### src/design/wcs_consts.vh
// Constants for the wireless transmitter status sequencer
`ifndef WCS_CONSTS_VH
`define WCS_CONSTS_VH
// Register byte offsets
`define WCS_REG_CTRL 12'h000
`define WCS_REG_STATE 12'h004
`define WCS_REG_IRQ_STAT 12'h008
`define WCS_REG_IRQ_MASK 12'h00C
// Control field positions
`define WCS_CTRL_ENABLE_BIT 0
`define WCS_CTRL_ENABLE_RST 1'h1
// Interrupt status bit positions
`define WCS_IRQ_FOUND_BIT 0
`define WCS_IRQ_REMOVED_BIT 1
`define WCS_IRQ_FOREIGN_BIT 2
`define WCS_IRQ_ERROR_BIT 3
`define WCS_IRQ_DONE_BIT 4
`define WCS_IRQ_WIDTH 5
`define WCS_IRQ_MASK_RST 5'h00
// Timing
`define WCS_CLK_HZ 100000000
`define WCS_TICK_MS 1
`define WCS_INIT_MS 500
`define WCS_FLASH_MS 1000
`define WCS_TICK_CYC ((`WCS_CLK_HZ / 1000) * `WCS_TICK_MS)
`endif

### src/design/wcs_sync.v
// Three-stage input synchroniser with agreement filter
`timescale 1ns/100ps
`default_nettype none
module wcs_sync (
   input wire clock,
   input wire rst,
   input wire din,
   output reg dout
);
   reg s1_ff;
   reg s2_ff;
   reg s3_ff;
   // Stage one feeds only stage two; output changes when stages two and three agree
   always @(posedge clock) begin
      if (rst) begin
         s1_ff <= 1'b0;
         s2_ff <= 1'b0;
         s3_ff <= 1'b0;
         dout <= 1'b0;
      end else begin
         s1_ff <= din;
         s2_ff <= s1_ff;
         s3_ff <= s2_ff;
         if (s2_ff == s3_ff) begin
            dout <= s3_ff;
         end
      end
   end
endmodule // wcs_sync
`default_nettype wire

### src/design/wcs_status_seq.v
// Transmitter phase sequencer with status indicators and APB registers
//
// Summary of operation
// After reset the block lights green for half a second in an init state, then goes to standby.
// In standby both indicators are dark.
// A detected receiver in standby moves the block to negotiation before any power is sent.
// Power delivery is enabled only while a receiver is present.
// In power transfer the green indicator flashes with a one-second period.
// A foreign object during charging aborts power and flashes red until the receiver leaves.
// Any other error during charging aborts power and lights red steadily until the receiver leaves.
// Communication faults and overvoltage, overcurrent, overpower or overtemperature all count as errors.
// Without error, charging lasts until the receiver needs no more power, then charge complete is entered.
// In charge complete the green indicator is lit steadily until the receiver is removed.
// A receiver-removed event returns the block to standby from any state; the code ignores removal during power-up init.
// When the receiver asks for no more power the transmitted output is reduced to match.
// Flash period and init time come from a prescaled millisecond tick, flashing at 50 percent duty.
// A foreign object and an error in the same cycle lead to the foreign-object fault state.
//
// The register addresses and the APB slave port were left to the implementer.
`timescale 1ns/100ps
`default_nettype none
`include "wcs_consts.vh"
module wcs_status_seq #(
   parameter TICK_CYC = `WCS_TICK_CYC,
   parameter INIT_MS = `WCS_INIT_MS,
   parameter FLASH_MS = `WCS_FLASH_MS
) (
   input wire clock,
   input wire rst,
   input wire pinRxPresent,
   input wire pinForeignObj,
   input wire pinCommFault,
   input wire pinOverVolt,
   input wire pinOverCurr,
   input wire pinOverPower,
   input wire pinOverTemp,
   input wire pinNoMorePower,
   input wire negotiateDone,
   input wire psel,
   input wire penable,
   input wire pwrite,
   input wire [11:0] paddr,
   input wire [31:0] pwdata,
   output reg [31:0] prdata,
   output reg pready,
   output reg pslverr,
   output reg ledGreen,
   output reg ledRed,
   output reg powerEnable,
   output reg powerReduce,
   output reg irq
);
   // One-hot phase codes
   localparam [6:0] ST_INIT = 7'h01;
   localparam [6:0] ST_STANDBY = 7'h02;
   localparam [6:0] ST_NEGOT = 7'h04;
   localparam [6:0] ST_XFER = 7'h08;
   localparam [6:0] ST_FOREIGN = 7'h10;
   localparam [6:0] ST_ERROR = 7'h20;
   localparam [6:0] ST_DONE = 7'h40;
   localparam [15:0] HALF_FLASH = FLASH_MS / 2;
   localparam [15:0] INIT_LEN = INIT_MS;

   wire rxPresent;
   wire foreignObj;
   wire commFault;
   wire overVolt;
   wire overCurr;
   wire overPower;
   wire overTemp;
   wire noMorePower;

   // Pin synchronisers
   wcs_sync uSyncPresent (.clock(clock), .rst(rst), .din(pinRxPresent), .dout(rxPresent));
   wcs_sync uSyncForeign (.clock(clock), .rst(rst), .din(pinForeignObj), .dout(foreignObj));
   wcs_sync uSyncComm (.clock(clock), .rst(rst), .din(pinCommFault), .dout(commFault));
   wcs_sync uSyncVolt (.clock(clock), .rst(rst), .din(pinOverVolt), .dout(overVolt));
   wcs_sync uSyncCurr (.clock(clock), .rst(rst), .din(pinOverCurr), .dout(overCurr));
   wcs_sync uSyncPower (.clock(clock), .rst(rst), .din(pinOverPower), .dout(overPower));
   wcs_sync uSyncTemp (.clock(clock), .rst(rst), .din(pinOverTemp), .dout(overTemp));
   wcs_sync uSyncDone (.clock(clock), .rst(rst), .din(pinNoMorePower), .dout(noMorePower));

   reg [6:0] state_ff;
   reg [6:0] nxt_state;
   reg [31:0] presc_ff;
   reg tick_ff;
   reg [15:0] msCnt_ff;
   reg [15:0] nxt_msCnt;
   reg flashOn;
   reg present_ff;
   reg enable_ff;
   reg [`WCS_IRQ_WIDTH-1:0] irqStat_ff;
   reg [`WCS_IRQ_WIDTH-1:0] irqMask_ff;
   reg [`WCS_IRQ_WIDTH-1:0] events;
   wire anyError;
   wire removedEv;
   wire foundEv;
   wire apbAccess;
   wire apbRead;
   wire apbWrite;

   // Error sources merged into one condition
   assign anyError = commFault | overVolt | overCurr | overPower | overTemp;
   assign removedEv = present_ff & ~rxPresent;
   assign foundEv = ~present_ff & rxPresent;
   assign apbAccess = psel & penable & pready;
   assign apbRead = apbAccess & ~pwrite;
   assign apbWrite = apbAccess & pwrite;

   // Millisecond prescaler
   always @(posedge clock) begin
      if (rst) begin
         presc_ff <= 32'h00000000;
         tick_ff <= 1'b0;
      end else if (presc_ff >= TICK_CYC - 1) begin
         presc_ff <= 32'h00000000;
         tick_ff <= 1'b1;
      end else begin
         presc_ff <= presc_ff + 32'h00000001;
         tick_ff <= 1'b0;
      end
   end

   // Phase transitions
   always @* begin
      nxt_state = state_ff;
      nxt_msCnt = msCnt_ff;
      if (tick_ff) begin
         nxt_msCnt = msCnt_ff + 16'h0001;
      end
      case (state_ff)
         ST_INIT: begin
            if (tick_ff && msCnt_ff >= INIT_LEN - 16'h0001) begin
               nxt_state = ST_STANDBY;
               nxt_msCnt = 16'h0000;
            end
         end
         ST_STANDBY: begin
            nxt_msCnt = 16'h0000;
            if (rxPresent && enable_ff) begin
               nxt_state = ST_NEGOT;
            end
         end
         ST_NEGOT: begin
            nxt_msCnt = 16'h0000;
            if (negotiateDone) begin
               nxt_state = ST_XFER;
            end
         end
         ST_XFER: begin
            if (foreignObj) begin
               nxt_state = ST_FOREIGN;
               nxt_msCnt = 16'h0000;
            end else if (anyError) begin
               nxt_state = ST_ERROR;
            end else if (noMorePower) begin
               nxt_state = ST_DONE;
            end
         end
         ST_FOREIGN: begin
         end
         ST_ERROR: begin
         end
         ST_DONE: begin
         end
         default: begin
            nxt_state = ST_STANDBY;
         end
      endcase
      // Flash counter wraps each period
      if (tick_ff && msCnt_ff >= FLASH_MS - 1 && state_ff != ST_INIT) begin
         nxt_msCnt = 16'h0000;
      end
      // Removal overrides every phase except power-up init
      if (!rxPresent && state_ff != ST_INIT) begin
         nxt_state = ST_STANDBY;
      end
   end

   // Phase, counter and presence registers
   always @(posedge clock) begin
      if (rst) begin
         state_ff <= ST_INIT;
         msCnt_ff <= 16'h0000;
         present_ff <= 1'b0;
      end else begin
         state_ff <= nxt_state;
         msCnt_ff <= nxt_msCnt;
         present_ff <= rxPresent;
      end
   end

   // Half-period flash level taken from the coming count, so a fresh fault lights at once
   always @* begin
      flashOn = (nxt_msCnt < HALF_FLASH);
   end

   // Indicator and power outputs
   always @(posedge clock) begin
      if (rst) begin
         ledGreen <= 1'b0;
         ledRed <= 1'b0;
         powerEnable <= 1'b0;
         powerReduce <= 1'b0;
      end else begin
         ledGreen <= 1'b0;
         ledRed <= 1'b0;
         powerEnable <= 1'b0;
         powerReduce <= 1'b0;
         case (nxt_state)
            ST_INIT: begin
               ledGreen <= 1'b1;
            end
            ST_STANDBY: begin
               ledGreen <= 1'b0;
            end
            ST_NEGOT: begin
               powerEnable <= 1'b0;
            end
            ST_XFER: begin
               ledGreen <= flashOn;
               powerEnable <= rxPresent;
            end
            ST_FOREIGN: begin
               ledRed <= flashOn;
            end
            ST_ERROR: begin
               ledRed <= 1'b1;
            end
            ST_DONE: begin
               ledGreen <= 1'b1;
               powerReduce <= rxPresent;
            end
            default: begin
               ledGreen <= 1'b0;
            end
         endcase
      end
   end

   // Event vector for sticky status
   always @* begin
      events = {`WCS_IRQ_WIDTH{1'b0}};
      events[`WCS_IRQ_FOUND_BIT] = foundEv;
      events[`WCS_IRQ_REMOVED_BIT] = removedEv;
      events[`WCS_IRQ_FOREIGN_BIT] = (state_ff == ST_XFER) && (nxt_state == ST_FOREIGN);
      events[`WCS_IRQ_ERROR_BIT] = (state_ff == ST_XFER) && (nxt_state == ST_ERROR);
      events[`WCS_IRQ_DONE_BIT] = (state_ff == ST_XFER) && (nxt_state == ST_DONE);
   end

   // Control, mask and sticky status registers; new events win over read clear
   always @(posedge clock) begin
      if (rst) begin
         enable_ff <= `WCS_CTRL_ENABLE_RST;
         irqMask_ff <= `WCS_IRQ_MASK_RST;
         irqStat_ff <= {`WCS_IRQ_WIDTH{1'b0}};
         irq <= 1'b0;
      end else begin
         if (apbWrite && paddr == `WCS_REG_CTRL) begin
            enable_ff <= pwdata[`WCS_CTRL_ENABLE_BIT];
         end
         if (apbWrite && paddr == `WCS_REG_IRQ_MASK) begin
            irqMask_ff <= pwdata[`WCS_IRQ_WIDTH-1:0];
         end
         if (apbRead && paddr == `WCS_REG_IRQ_STAT) begin
            irqStat_ff <= events;
         end else begin
            irqStat_ff <= irqStat_ff | events;
         end
         irq <= |((irqStat_ff | events) & irqMask_ff);
      end
   end

   // APB slave: one wait state, data and error with pready
   always @(posedge clock) begin
      if (rst) begin
         pready <= 1'b0;
         pslverr <= 1'b0;
         prdata <= 32'h00000000;
      end else if (psel && penable && !pready) begin
         pready <= 1'b1;
         pslverr <= 1'b0;
         prdata <= 32'h00000000;
         if (paddr == `WCS_REG_CTRL) begin
            prdata[`WCS_CTRL_ENABLE_BIT] <= enable_ff;
         end else if (paddr == `WCS_REG_STATE) begin
            prdata[6:0] <= state_ff;
         end else if (paddr == `WCS_REG_IRQ_STAT) begin
            prdata[`WCS_IRQ_WIDTH-1:0] <= irqStat_ff;
         end else if (paddr == `WCS_REG_IRQ_MASK) begin
            prdata[`WCS_IRQ_WIDTH-1:0] <= irqMask_ff;
         end else begin
            pslverr <= 1'b1; // Unmapped address
         end
      end else begin
         pready <= 1'b0;
         pslverr <= 1'b0;
      end
   end
endmodule // wcs_status_seq
`default_nettype wire

### config.mk
export PLATFORM = sky130hd
export DESIGN_NAME = wcs_status_seq
export DESIGN_NICKNAME = d
export VERILOG_FILES = /design/src/design/wcs_sync.v /design/src/design/wcs_status_seq.v
export VERILOG_INCLUDE_DIRS = /design/src /design/src/design
export SDC_FILE = /design/constraint.sdc
export NUM_CORES = 1
export LEC_CHECK = 0
export CORE_MARGIN = 8
export CORE_UTILIZATION = 35
export DETAILED_ROUTE_END_ITERATION = 7
export DONT_BUFFER_PORTS = 1
export SLEW_MARGIN = 5
export SYNTH_ARGS = -nofsm -noshare
export SYNTH_HDL_FRONTEND = slang
export SYNTH_SLANG_ARGS = --single-unit
### constraint.sdc
create_clock -name clock -period 2.71 [get_ports clock]
set_input_delay 0.542 -clock clock [delete_from_list [all_inputs] [get_ports clock]]
set_output_delay 0.542 -clock clock [all_outputs]
set_load 0.05 [all_outputs]
## Word-level counts from Yosys, hierarchy flattened

Index checks and enable logic that the tools add are counted.
W data, S select, Z words.

| cells by class | value |
|---|---|
| mux-type cells | 25 |
| magnitude comparators | 4 |
| add/subtract/negate cells | 2 |
| reductions and logical operators | 24 |
| bitwise operators | 18 |
| equal/unequal tests | 24 |

Operators by type and width:

| operator | count |
|---|---|
| $mux W16 | 4 |
| $mux W7 | 7 |
| $pmux W16 S3 | 1 |
| $pmux W7 S5 | 1 |
| $add A32 B1 Y32 const B | 1 |
| $ge A32 B17 Y1 const B | 1 |
| $eq A12 B4 Y1 const B | 2 |
| $mux W5 | 4 |
| $add A16 B1 Y16 const B | 1 |
| $ge A16 B10 Y1 const B | 1 |
| $ge A16 B9 Y1 const B | 1 |
| $lt A16 B9 Y1 const B | 1 |
| $eq A7 B1 Y1 const B | 2 |
| $eq A7 B4 Y1 const B | 2 |
| $eq A7 B5 Y1 const B | 2 |
| $eq A7 B6 Y1 const B | 2 |
| $eq A7 B7 Y1 const B | 2 |
| $logic_and A1 B1 Y1 | 13 |
| $eq A12 B3 Y1 const B | 1 |
| $logic_not A12 Y1 | 1 |
| $reduce_or A2 Y1 | 5 |
| $reduce_or A5 Y1 | 2 |
| $eq A1 B1 Y1 | 8 |
| $eq A7 B2 Y1 const B | 1 |
| other kinds (13) | 31 |

| storage, ports and cells | value |
|---|---|
| word-level logic and storage cells | 145 |
| flip-flop bits (word level) | 114 |
| input bits | 58 |

## Logic depth before layout (Yosys ltp)

| depth | value |
|---|---|
| depth after elaboration | 13 |
| gate-level depth with buffers | 10 |
| gate-level depth less buffers | 7 |

## By module

A second synthesis with hierarchy kept.

| second synthesis, totals | value |
|---|---|
| cells, all modules | 523 |
| area total of the unflattened synthesis | 4745.8 um2 |

Modules (own cells, without submodules):

| module | sequential area each (um2) | area each (um2) | cells each | instances |
|---|---|---|---|---|
| wcs_status_seq | 1641.6 | 3844.9 | 443 | 1 |
| wcs_sync | 80.1 | 112.6 | 10 | 8 |

## Worst setup path after synthesis

No wires, ideal clock.

| timing | value |
|---|---|
| path type | flip-flop to flip-flop |
| start | register msCnt_ff[0] |
| end | register ledGreen |
| clock period less this slack | 2.157 ns |
| arrival time | 2.081 ns |
| stages on the path, launching flop included | 9 |
| path slack | 0.553 ns |
| library setup time | 0.075 ns |
| cells stage by stage | dfxtp_1 -> ha_1 -> clkbuf_1 -> nand4_1 -> nor4_1 -> mux2_2 -> o21ai_0 -> a31oi_1 -> o22ai_1 |

| on the way | value |
|---|---|
| cells in the longest elaborated chain, start to end | 8 |
| elaborated cells between the ends (all ways) | 20 |
| classes of those cells | add/sub (1); order compare (3); eq/ne (3); mux (9); reduce/logical (4) |

RTL lines:

| item | line | text |
|---|---|---|
| start, declared | wcs_status_seq.v:87 | `reg [15:0] msCnt_ff;` |
| start signal, assigned | wcs_status_seq.v:188 | `msCnt_ff <= nxt_msCnt;` |
| branches (longest 7 deep; another with $add A16 B1 Y16) | - |  |
| $pmux W1 S2 * | wcs_status_seq.v:210 | `case (nxt_state)` |
| end signal, assigned | wcs_status_seq.v:221 | `ledGreen <= flashOn;` |
| end, declared | wcs_status_seq.v:47 | `output reg ledGreen,` |

Mark *: on every way between the ends.
A chain may end at the register's enable or synchronous reset.

## Worst setup path after layout

Same ends and word-level chain as after synthesis.

==> results.py <==
metrics = {
    "sta": {
        "post-route-min-period_ps": 2330,
        "worst_hold_slack_ps": 195,
        "hold_viol": 0,
        "timing.final.crit_share": 0.859,
        "fin_worst_skew_ps": 11.0,
        "setup_violations": 0,
        "fmax_ghz": 0.430,
        "tns_ps": 0,
        "rsz0062_at_grt": "no",
        "tightest_slew_ps": 656,
        "worst_slew_margin_rel": 0.559,
        "slew_viol_final": 0,
    },
    "critical_path": {
        "r2r_cells": 7,
        "crit_chain": "ha_1, nand4_1, nor4_1, mux2_2, o21ai_0, a31oi_1, o22ai_1",
        "rr_endpoint": "ledGreen",
        "r2r-start": "msCnt_ff[0]",
        "cp-startpoint": "msCnt_ff[0]",
        "cpPeakStageDelay_ps": 420,
        "crit_type": "reg2reg",
        "worstSetupStartpointType": "register",
        "crit_slowest_cell": "dfxtp_1",
        "crit_required_ps": 3040,
        "critPathCaptureType": "register",
        "path_max_fanout": 11,
        "reg2reg_slack_ps": 380,
        "arrival_ps": 2660,
        "critPathCapture": "ledGreen",
    },
    "pwr": {
        "p_clk_frac": 0.512,
        "seq_power_share": 0.447,
        "internal_power_mw": 2.99,
        "p_switching_mw": 0.916,
        "power_frac_comb": 0.041,
        "powerDensity_nw_per_um2": 729,
        "p_leak_nw": 2.02,
        "switching_share": 0.235,
        "ir_drop_uv": 497,
        "finalPower_mw": 3.90,
    },
    "drt": {
        "routed-via-count": 3508,
        "routed_wl_um": 9140,
        "drcViolationCount": 0,
        "ant_nets": 0,
        "first_pass_iters": 5,
        "dr.first_iter.drc_count": 189,
        "avgRoutedWirePerCell_um": 12.6,
        "viasPerCell": 4.82,
    },
    "synthesis": {
        "yosys_most_used_dff": "dfxtp_1",
        "netlist_area_sq_um": 4700,
        "synth_edf_count": 0,
        "synth.cells.most_frequent": "dfxtp_1 (114), nor2_1 (72), nand2_1 (43)",
        "synth-seq-area-share": 0.486,
        "syn_inst": 523,
        "synthTopCellsByArea": "dfxtp_1 (49%), nor2_1 (5.8%), buf_4 (4.0%)",
        "synth.avg_cell_area_sq_um": 8.98,
        "yosysTopAreaCell": "dfxtp_1",
        "synth-async-reset-ratio": 0,
        "yosysMostFrequentCell": "dfxtp_1",
        "yosys_warnings": 0,
        "yosysTopAreaCellShare": 0.486,
        "synth_seq_cells": 114,
        "synth_cell_types": 57,
    },
    "clocking": {
        "cts.sinks": 114,
        "cts_buffers": 17,
        "cts-resized-gates": 0,
        "clk_pin_slew_ps": 50,
        "root_buffer": "clkbuf_16",
        "cts_tree": "done",
        "ctsHoldBuffers": 0,
        "clkLatencyLatePin_ps": 420,
        "cts_setup_buffers": 0,
        "cts.path.max_buffers": 2,
        "htree_levels": 4,
    },
    "floorplanning": {
        "die_w_um": 132,
        "core_area_sq_um": 13200,
        "start_util": 0.356,
        "io_pins": 97,
        "rows": 42,
        "die_area_sq_um": 17400,
        "die_h_um": 132,
    },
    "global_route": {
        "gr-usage-all-layers": 0.109,
        "met1_usage": 0.124,
        "grt_pass1_wl_um": 15500,
        "grt_use_met3": 0.0514,
        "grt_max_degree": 62,
        "busiest_layer": "met2",
        "grt_pass1_vias": 3437,
        "antenna_found_initial": 0,
        "use_met2": 0.170,
        "gr-total-overflow": 0,
    },
    "place": {
        "portBuffers": 0,
        "placedCellCount": 696,
        "place_area_sq_um": 4800,
        "gp_congestion": 0.842,
        "hpwl_um": 6580,
    },
    "finish": {
        "drive_gt1_frac": 0.0851,
        "nets": 599,
        "final_area_sq_um": 5350,
        "fin_cells": 728,
        "fillers": 1313,
        "syn_to_final_growth_pct": 14.0,
        "diodes": 0,
    },
    "outcome": {
        "outcome": "finished clean",
    },
    "job": {
        "cap_violations": 0,
    },
    "min_path": {
        "whs_path_depth": 1,
        "hold_path_class": "in2reg",
    },
}
[critical path, delay by kind of cell, from the launching register on]
kind | cells | cell delay (ps)
and+or+nand+nor | 2 | 560
AOI/OAI and AO/OA | 3 | 460
DFF | 1 | 420
adders and majority gates | 1 | 410
muxes | 1 | 390
[routing by layer]
layer / wire (um) / part of all wire
met1: 4230 / 0.46
met2: 4270 / 0.47
met3: 534 / 0.058
met4: 102 / 0.011
met5: 0 / 0
[through the flow]
step | utilization | setup slack [ps]
finish | 0.406 | 383
global route | 0.406 | 144
CTS | 0.406 | 407
detailed placement | 0.364 | 427
global placement | 0.364 | 441
floorplan | - | 553
[state kept, by name (all words and copies together), names as in the netlist, 5 cells and up]
signal and flops:
msCnt_ff 16, prdata 7, irqStat_ff 5, presc_ff 32, state_ff 7, irqMask_ff 5
[logic make-up after synthesis]
group	share of synthesized area
and+or+nand+nor	0.245
xor gates and xnor gates	0.0559
AOI/OAI and AO/OA	0.107
buffers and inverters	0.0706
DFF	0.486
adders and majority gates	0.00533
muxes	0.0290
other	0.000798
[worst min-delay path by stage]
stage,start,to,slack [ps]
after floorplan,uSyncComm.s1_ff,uSyncComm.s2_ff,410
after global placement,uSyncPower.s1_ff,uSyncPower.s2_ff,420
after detailed placement,uSyncComm.s1_ff,uSyncComm.s2_ff,430
after CTS,rst,uSyncCurr.s1_ff,180
after global routing,rst,uSyncCurr.dout,180
final,rst,uSyncCurr.s1_ff,190
[power by group through the flow]
stage          sequential, mW  clock, mW  combinational [mW]
6_report                 1.74       2.00               0.161
5_1_grt                  1.75       2.13               0.176
2_1_floorplan            1.77          0               0.197
3_5_place_dp             1.78          0               0.159
4_1_cts                  1.74       2.04               0.160
3_3_place_gp             1.78          0               0.159
[cell usage in the layout, fill, tap and decap left out, types with 9 or more instances in the layout]
master / instances
nand3_1: 17
nor3_1: 10
nor4_1: 12
conb_1: 40
clkbuf_16: 17
dfxtp_1: 114
inv_1: 9
xor2_1: 18
xnor2_1: 12
a21oi_1: 23
nor2_1: 72
nor2b_1: 27
nand4_1: 11
nand2_1: 43
a22o_1: 9
o21ai_0: 17
[layout make-up]
| cell class | count | area (sq um) | area share |
|---|---|---|---|
| flip-flops and latches | 114 | 2280 | 0.426 |
| clock buffers | 20 | 467 | 0.0872 |
| clock inverters | 12 | 82.6 | 0.0154 |
| well taps | 176 | 220 | 0.0411 |
| multi-input cells | 392 | 2230 | 0.417 |
| inverters | 9 | 33.8 | 0.00631 |
| repair buffers | 5 | 37.5 | 0.00701 |
(Power assumes the default switching activity.)
